### src/adctsc_pkg.sv
package adctsc_pkg;

  // APB byte addresses of the registers
  localparam logic [11:0] ADDR_TSEL0 = 12'h000;
  localparam logic [11:0] ADDR_TSEL1 = 12'h004;
  localparam logic [11:0] ADDR_CMPU0 = 12'h008;
  localparam logic [11:0] ADDR_CMPU1 = 12'h00C;
  localparam logic [11:0] ADDR_STAT = 12'h010;

  localparam logic [7:0] TSEL_RESET = 8'h10;
  localparam logic [7:0] CMP_RESET = 8'h00;
  // Writable bits; all others read zero
  localparam logic [7:0] TSEL_MASK = 8'hBB;
  localparam logic [7:0] CMPU0_MASK = 8'h11;
  localparam logic [7:0] CMPU1_MASK = 8'h77;

  localparam int SELA_LSB = 0;
  localparam int LDA_BIT = 3;
  localparam int SELB_LSB = 4;
  localparam int LDB_BIT = 7;
  localparam int FULL_LSB = 4;
  localparam int LOW_LSB = 0;

  typedef enum logic [1:0] {
    MODE_HW_TRIGGER,
    MODE_CHANNEL_SPEC,
    MODE_EXT_BUFFER
  } adctsc_mode_t;

  // Trigger routing for one converter unit
  typedef struct packed {
    logic [3:0] mainTrigger;
    logic [3:0] selTriggerA;
    logic [3:0] selTriggerB;
    logic loadTriggerA;
    logic loadTriggerB;
  } adctsc_route_t;

endpackage : adctsc_pkg

### src/adctsc_ctrl.sv
`timescale 1ns/1ps
`default_nettype none
module adctsc_ctrl
  import adctsc_pkg::*;
(
  // Clock and reset
  input wire logic clock,
  input wire logic srst,
  // APB slave
  input wire logic psel,
  input wire logic penable,
  input wire logic pwrite,
  input wire logic [11:0] paddr,
  input wire logic [31:0] pwdata,
  input wire logic [3:0] pstrb,
  output logic [31:0] prdata,
  output logic pready,
  output logic pslverr,
  // Converter status
  input wire adctsc_mode_t mode0,
  input wire adctsc_mode_t mode1,
  input wire logic [1:0] convEnable,
  input wire logic [1:0] convBusy,
  // Trigger routing
  output adctsc_route_t route0,
  output adctsc_route_t route1,
  // Comparator enables
  output logic u0FullEnable,
  output logic u0LowEnable,
  output logic [2:0] u1FullEnable,
  output logic [2:0] u1LowEnable
);

  logic [7:0] tsel [2];
  logic [7:0] cmpU0;
  logic [7:0] cmpU1;
  logic [1:0] writeWhileRun;

  function automatic logic [3:0] decodeTrigger(input logic [1:0] field);
    decodeTrigger = 4'h1 << field;
  endfunction : decodeTrigger

  function automatic adctsc_route_t makeRoute(input logic [7:0] r, input adctsc_mode_t m);
    adctsc_route_t rt;
    rt.mainTrigger = decodeTrigger(r[SELA_LSB +: 2]);
    rt.selTriggerA = (m == MODE_EXT_BUFFER) ? decodeTrigger(r[SELA_LSB +: 2]) : 4'h0;
    rt.selTriggerB = (m == MODE_EXT_BUFFER) ? decodeTrigger(r[SELB_LSB +: 2]) : 4'h0;
    rt.loadTriggerA = r[LDA_BIT];
    rt.loadTriggerB = r[LDB_BIT];
    if (m != MODE_EXT_BUFFER) begin
      rt.loadTriggerA = 1'b0;
      rt.loadTriggerB = 1'b0;
    end
    makeRoute = rt;
  endfunction : makeRoute

  wire logic setupWrite = psel && !penable && pwrite;
  wire logic access = psel && penable;
  wire logic wr = access && pwrite && pready;
  // Whole-byte only registers need lane 0 strobe; bit access is a byte rewrite
  wire logic lane0 = pstrb[0];
  wire logic hitT0 = paddr == ADDR_TSEL0;
  wire logic hitT1 = paddr == ADDR_TSEL1;
  wire logic hitC0 = paddr == ADDR_CMPU0;
  wire logic hitC1 = paddr == ADDR_CMPU1;
  wire logic hitSt = paddr == ADDR_STAT;
  wire logic mapped = hitT0 || hitT1 || hitC0 || hitC1 || hitSt;

  // One wait state: pready rises in the second access cycle
  always_ff @(posedge clock) begin
    if (srst) begin
      pready <= 1'b0;
    end else begin
      pready <= access && !pready;
    end
  end

  always_ff @(posedge clock) begin
    if (srst) begin
      pslverr <= 1'b0;
    end else begin
      pslverr <= access && !pready && !mapped;
    end
  end

  always_ff @(posedge clock) begin
    if (srst) begin
      prdata <= 32'h0000_0000;
    end else if (access && !pready && !pwrite) begin
      if (hitT0) begin
        prdata <= {24'h00_0000, tsel[0]};
      end else if (hitT1) begin
        prdata <= {24'h00_0000, tsel[1]};
      end else if (hitC0) begin
        prdata <= {24'h00_0000, cmpU0};
      end else if (hitC1) begin
        prdata <= {24'h00_0000, cmpU1};
      end else if (hitSt) begin
        prdata <= {30'h0000_0000, writeWhileRun};
      end else begin
        prdata <= 32'h0000_0000;
      end
    end
  end

  // Trigger select registers; reserved bits 6 and 2 stay zero
  always_ff @(posedge clock) begin
    if (srst) begin
      tsel[0] <= TSEL_RESET;
      tsel[1] <= TSEL_RESET;
    end else if (wr && lane0) begin
      if (hitT0) begin
        tsel[0] <= pwdata[7:0] & TSEL_MASK;
      end
      if (hitT1) begin
        tsel[1] <= pwdata[7:0] & TSEL_MASK;
      end
    end
  end

  // Sticky flag: changed value while converter was enabled; software clears by writing 1
  always_ff @(posedge clock) begin
    if (srst) begin
      writeWhileRun <= 2'b00;
    end else begin
      for (int u = 0; u < 2; u++) begin
        if (wr && lane0 && ((u == 0) ? hitT0 : hitT1) && convEnable[u]
            && ((pwdata[7:0] & TSEL_MASK) != tsel[u])) begin
          writeWhileRun[u] <= 1'b1;
        end else if (wr && lane0 && hitSt && pwdata[u]) begin
          writeWhileRun[u] <= 1'b0;
        end
      end
    end
  end

  always_ff @(posedge clock) begin
    if (srst) begin
      cmpU0 <= CMP_RESET;
      cmpU1 <= CMP_RESET;
    end else if (wr && lane0) begin
      if (hitC0) begin
        cmpU0 <= pwdata[7:0] & CMPU0_MASK;
      end
      if (hitC1) begin
        cmpU1 <= pwdata[7:0] & CMPU1_MASK;
      end
    end
  end

  // Routing is held while a conversion runs so it sees one stable selection
  always_ff @(posedge clock) begin
    if (srst) begin
      route0 <= makeRoute(TSEL_RESET, MODE_HW_TRIGGER);
      route1 <= makeRoute(TSEL_RESET, MODE_HW_TRIGGER);
    end else begin
      if (!convBusy[0]) begin
        route0 <= makeRoute(tsel[0], mode0);
      end
      if (!convBusy[1]) begin
        route1 <= makeRoute(tsel[1], mode1);
      end
    end
  end

  always_ff @(posedge clock) begin
    if (srst) begin
      u0FullEnable <= 1'b0;
      u0LowEnable <= 1'b0;
      u1FullEnable <= 3'b000;
      u1LowEnable <= 3'b000;
    end else begin
      u0FullEnable <= cmpU0[FULL_LSB];
      u0LowEnable <= cmpU0[LOW_LSB];
      u1FullEnable <= cmpU1[FULL_LSB +: 3];
      u1LowEnable <= cmpU1[LOW_LSB +: 3];
    end
  end
endmodule : adctsc_ctrl
`default_nettype wire

### config.mk
export PLATFORM = sky130hd
export DESIGN_NAME = adctsc_ctrl
export DESIGN_NICKNAME = d
export VERILOG_FILES = /design/src/adctsc_pkg.sv /design/src/adctsc_ctrl.sv
export SDC_FILE = /design/constraint.sdc
export NUM_CORES = 1
export LEC_CHECK = 0
export BUFFER_PORTS_ARGS = -buffer_cell sky130_fd_sc_hd__buf_2
export CAP_MARGIN = 25
export CORE_MARGIN = 1.5
export CORE_UTILIZATION = 51
export CTS_CLUSTER_SIZE = 40
export DETAILED_ROUTE_END_ITERATION = 10
export PLACE_DENSITY_LB_ADDON = 0.1
export SLEW_MARGIN = 20
export SYNTH_ARGS = -nofsm -noshare
export SYNTH_HDL_FRONTEND = slang
export SYNTH_SLANG_ARGS = --single-unit
### constraint.sdc
create_clock -name clock -period 4.4 [get_ports clock]
set_clock_uncertainty 0.15 [all_clocks]
set_input_delay 0.66 -clock clock [delete_from_list [all_inputs] [get_ports clock]]
set_output_delay 0.66 -clock clock [all_outputs]
set_load 0.02 [all_outputs]
---- Yosys cells after proc, flatten, opt, wreduce, memory -nomap -nowiden ----
Memories as Yosys holds them, arrays and structs flattened.
Cells that the tools add are included.
storage, ports and cells
  register bits after elaboration ......... 80
  latch bits .............................. 0
  bits in writable memories ............... 12
  bits in read-only memories .............. 0
  bits of input ports ..................... 61
  output and inout bits ................... 70
  word-level logic and storage cells ...... 93
  memories ................................ 1
memories
  memory  words  width  rd ports  clocked after Yosys merged registers in  wr ports  line               source
  tsel    2      6      2         0                                        2         adctsc_ctrl.sv:34  logic [7:0] tsel [2];
cells by class
  add/subtract/negate cells ............... 0
  $mul .................................... 0
  div/mod/pow operators ................... 0
  $lt $le $gt $ge ......................... 0
  equal/unequal tests ..................... 10
  shift operators ......................... 4
  muxes and demuxes ....................... 27
  bitwise operators ....................... 2
  reductions and logical operators ........ 28
operators with widths
  operator                                               count
  equality test 12 x 4 -> 1 bit (second input constant)  2
  logical AND 1 bit                                      16
  2-to-1 mux 4 bit                                       4
  2-to-1 mux 8 bit                                       2
  != test 8 bit                                          2
  << shifter 1 x 2 -> 4 bit (first input constant)       4
  2-to-1 mux 1 bit                                       14
  2-to-1 mux 7 bit                                       2
  equality test 12 x 3 -> 1 bit (second input constant)  1
  equality test 12 x 5 -> 1 bit (second input constant)  1
  zero test 12 bit                                       1
  2-to-1 mux 6 bit                                       2
  2-to-1 mux 2 bit                                       3
  equality test 2 bit (second input constant)            2
  logical OR 1 bit                                       4
  != test 2 bit (second input constant)                  2
  AND reduction 2 bit                                    2
  nonzero test 2 bit                                     2
  zero test 1 bit                                        3
  OR 1 bit                                               2

---- Logic depth before layout (Yosys ltp) ----
  depth after elaboration ................. 8
  gate-level depth with buffers ........... 6
  mapped depth without buffers ............ 4

---- Least setup slack after synthesis ----
Ideal clock, no wire load.
  path kind ............................... input-to-reg
  start ................................... input paddr[7]
  end ..................................... memory tsel[0][0] (netlist bit) (enable)
  setup time .............................. 0.377 ns
  arrival time ............................ 1.967 ns
  slack ................................... 1.906 ns
  cell stages on the path ................. 5
  cell sequence ........................... nor4_1 and4_1 buf_2 nand2_1 o21ai_0
RTL lines
  what         line               source
  from (decl)  adctsc_ctrl.sv:13  input wire logic [11:0] paddr,
  to (decl)    adctsc_ctrl.sv:34

==> metrics.csv <==
metric,value,unit
Synth cell types,44,
final HPWL from detailed placement,4700,µm
vias in the first global route,2157,
number of port buffers,79,
Post-CTS Setup Inserts,0,
layout overhead on the synthesized area,18.5,%
layout cell share with drive strength beyond 1,27.5,%
most frequent cell after synthesis,dfxtp_1,
clock slew at reported path FFs,0.06,ns
Synth Register Bits,68,
CP peak stage delay,0.75,ns
Critical R2R Launch,pready,
cts bufs inserted,9,
post-synthesis sequential area ratio,50.0,%
RSZ-0062 raised after global routing,no,
DP Worst Slack,1.34,ns
Synth Warn #,0,
"area leader, netlist",dfxtp_1,
Post-Syn Area per Cell,9.60,µm²
IO Count,131,
CP required,4.21,ns
worst-path cell chain,buf_2 -> nor4bb_1 -> and4_1 -> nand2_1 -> o21ai_0,
"FFs w/ async S/R, synth",0,%
PD cells,373,nW/µm²
Crit path max-delay family,simple AND/OR/NAND/NOR gates,
post-route setup slack,1.67,ns
Worst path slowest cell,o21ai_0,
Max Cap Violations,0,
worst vdd ir,0.204,mV
Worst Setup Path Type,input pin to flop,
initial antenna violation count,0,
Synth area leaders,"dfxtp_1, edfxtp_1, a32oi_1",
Overflow after GRT,0,
Period minus WS final,2.73,ns
Final #Nets,441,
CP Launch Type,input pin,
most used flip-flop cell after synthesis,dfxtp_1,
WP data arrival,2.55,ns
Routability Congestion,0.827,
FMAX,0.366,GHz
clock tree buffer depth,2,
final slew viol count,0,
num rows,27,
Via Count,2442,
synth cell count leaders,"dfxtp_1, nor2_1, buf_4, a32oi_1, clkbuf_1",
vias per inst,5.34,
clk_lat worst skew,0.34,ns
crit path capture type,flop,
"setup slack, reg-to-reg",1.97,ns
"Max FO, Critical Path",13,
CTS tree,done,
min-delay src,prdata[0],
Synth Cell Area,2970,µm²
CTS resizes,0,
Core Area,5570,µm²
Die Span X,79.3,µm
Final ANT Viol Nets,0,
HP Class,flop to flop,
Total Routing Usage GR,22.6,%
die height,79.3,µm
RR Endpoint,tsel[0][4],
Initial Util,53.2,%
die area,6280,µm²
Hold Path End,prdata[0],
headroom to the max-slew limit,37.6,%
post-synth top area share,37.8,%
WL/cell,14.8,µm
first-pass GRT wire length,10700,µm
Slew @ Worst Pin,0.926,ns
outcome,finished clean,
antenna cell count,0,
DRC,0,
post-route setup TNS,0,ns
worst r2r path cells,4,
Fill cells,499,
pin count of the biggest net entering global routing,51,
DRT Pass-1 Iters,4,
H-tree depth,3,
leakage,1.51,nW
root buffer cell,clkbuf_8,
hold path depth,2,
drt initial violations,192,
final hold violation count,0,
# setup viols final,0,
Mapped Cells,309,
clock sinks,68,
Post-synth EDFFs,12,
Routed Wire Length,6770,µm
Final Cycle Share,62.1,%
Buf/Inv on CP,1,
CTS Hold Bufs,0,
## metal layers
| layer | wire length [µm] | track usage (%) |
|---|---|---|
| met5 | 0 | 0 |
| met2 | 3080 | 33.6 |
| met3 | 513 | 6.55 |
| met4 | 90 | 10.7 |
| met1 | 3090 | 30.2 |
## flip-flops by register name, summed over array words and instances, names as in the netlist
register and cells:
writeWhileRun 2, cmpU0 2, pready 1, tsel 12, prdata 8, pslverr 1, route0 14, cmpU1 6
u0FullEnable 1, u1FullEnable 3, u0LowEnable 1, u1LowEnable 3, route1 14
## through the flow
stage / area, µm² / utilization, % / total power, mW / hold WS, ns / cells
2_1_floorplan: 3050 / - / 0.753 / 0.298 / 332
3_3_place_gp: 3290 / 59.1 / 0.772 / 0.293 / 441
3_5_place_dp: 3290 / 59.1 / 0.774 / 0.300 / 441
4_1_cts: 3510 / 63.0 / 1.32 / 0.311 / 457
5_1_grt: 3510 / 63.0 / 1.36 / 0.334 / 457
6_report: 3510 / 63.0 / 1.31 / 0.315 / 457
## worst register-to-register path, cell delays in order (launching register included)
cell and delay (ns):
dfxtp_1 0.37, and3_1 0.18, and4_1 0.48, nand2_1 0.13, o21ai_0 0.75
## cells by family (layout without fill, tap and decap cells)
logic type / after synthesis / after routing / synth area share [%]
flip-flops: 68 / 68 / 50.0
multiplexers: 5 / 5 / 2.19
buffers and inverters: 54 / 107 / 9.92
XOR/XNOR: 12 / 12 / 3.54
other: 1 / 24 / 0.126
AND/OR/NAND/NOR: 103 / 103 / 18.8
AO/OA/AOI/OAI: 66 / 66 / 15.5
## layout make-up
cell class              count  area (µm²)  area share (%)
repair buffers             80         403            11.5
inverters                  11        41.3            1.18
well taps                  72        90.1            2.56
multi-input cells         210        1280            36.3
flip-flops and latches     68        1480            42.2
clock inverters             3        42.5            1.21
clock buffers              13         179            5.09
## power by group
group / total (mW) / switching (mW) / leakage [nW] / internal (mW)
sequential: 0.649 / 0.00835 / 0.571 / 0.641
clock: 0.549 / 0.226 / 0.112 / 0.323
combinational: 0.111 / 0.0773 / 0.831 / 0.0337
total: 1.31 / 0.312 / 1.51 / 0.997
## cell usage in the layout, fill, tap and decap left out, drive strengths merged, types with 2 or more instances in the layout
master / n
xnor2: 8
edfxtp: 12
and3: 2
xor2: 4
a22oi: 5
nand2b: 2
mux2: 2
clkbuf: 13
a32oi: 22
buf: 80
dfxtp: 56
or4: 2
inv: 11
and2: 5
and4: 2
o21ai: 12
a21oi: 16
nand4: 3
o22ai: 2
o311ai: 4
nor3b: 2
conb: 24
nor2: 35
nand3: 12
nor4: 3
nand2: 10
nor2b: 10
nor3: 10
or3: 2
mux2i: 2
o31ai: 2
## worst max-delay path by stage
stage          startpoint         end  slack [ns]  depth (start not counted)
6_report        paddr[11]  tsel[0][4]        1.67                          5
3_3_place_gp     paddr[7]  tsel[0][5]        1.33                          5
3_5_place_dp    paddr[11]  tsel[0][5]        1.34                          5
4_1_cts         paddr[11]  tsel[0][4]        1.71                          5
5_1_grt          paddr[7]  tsel[0][4]        1.55                          5
2_1_floorplan    paddr[7]  tsel[0][0]        1.91                          5
Note: power is estimated with default switching activity, not from simulation.
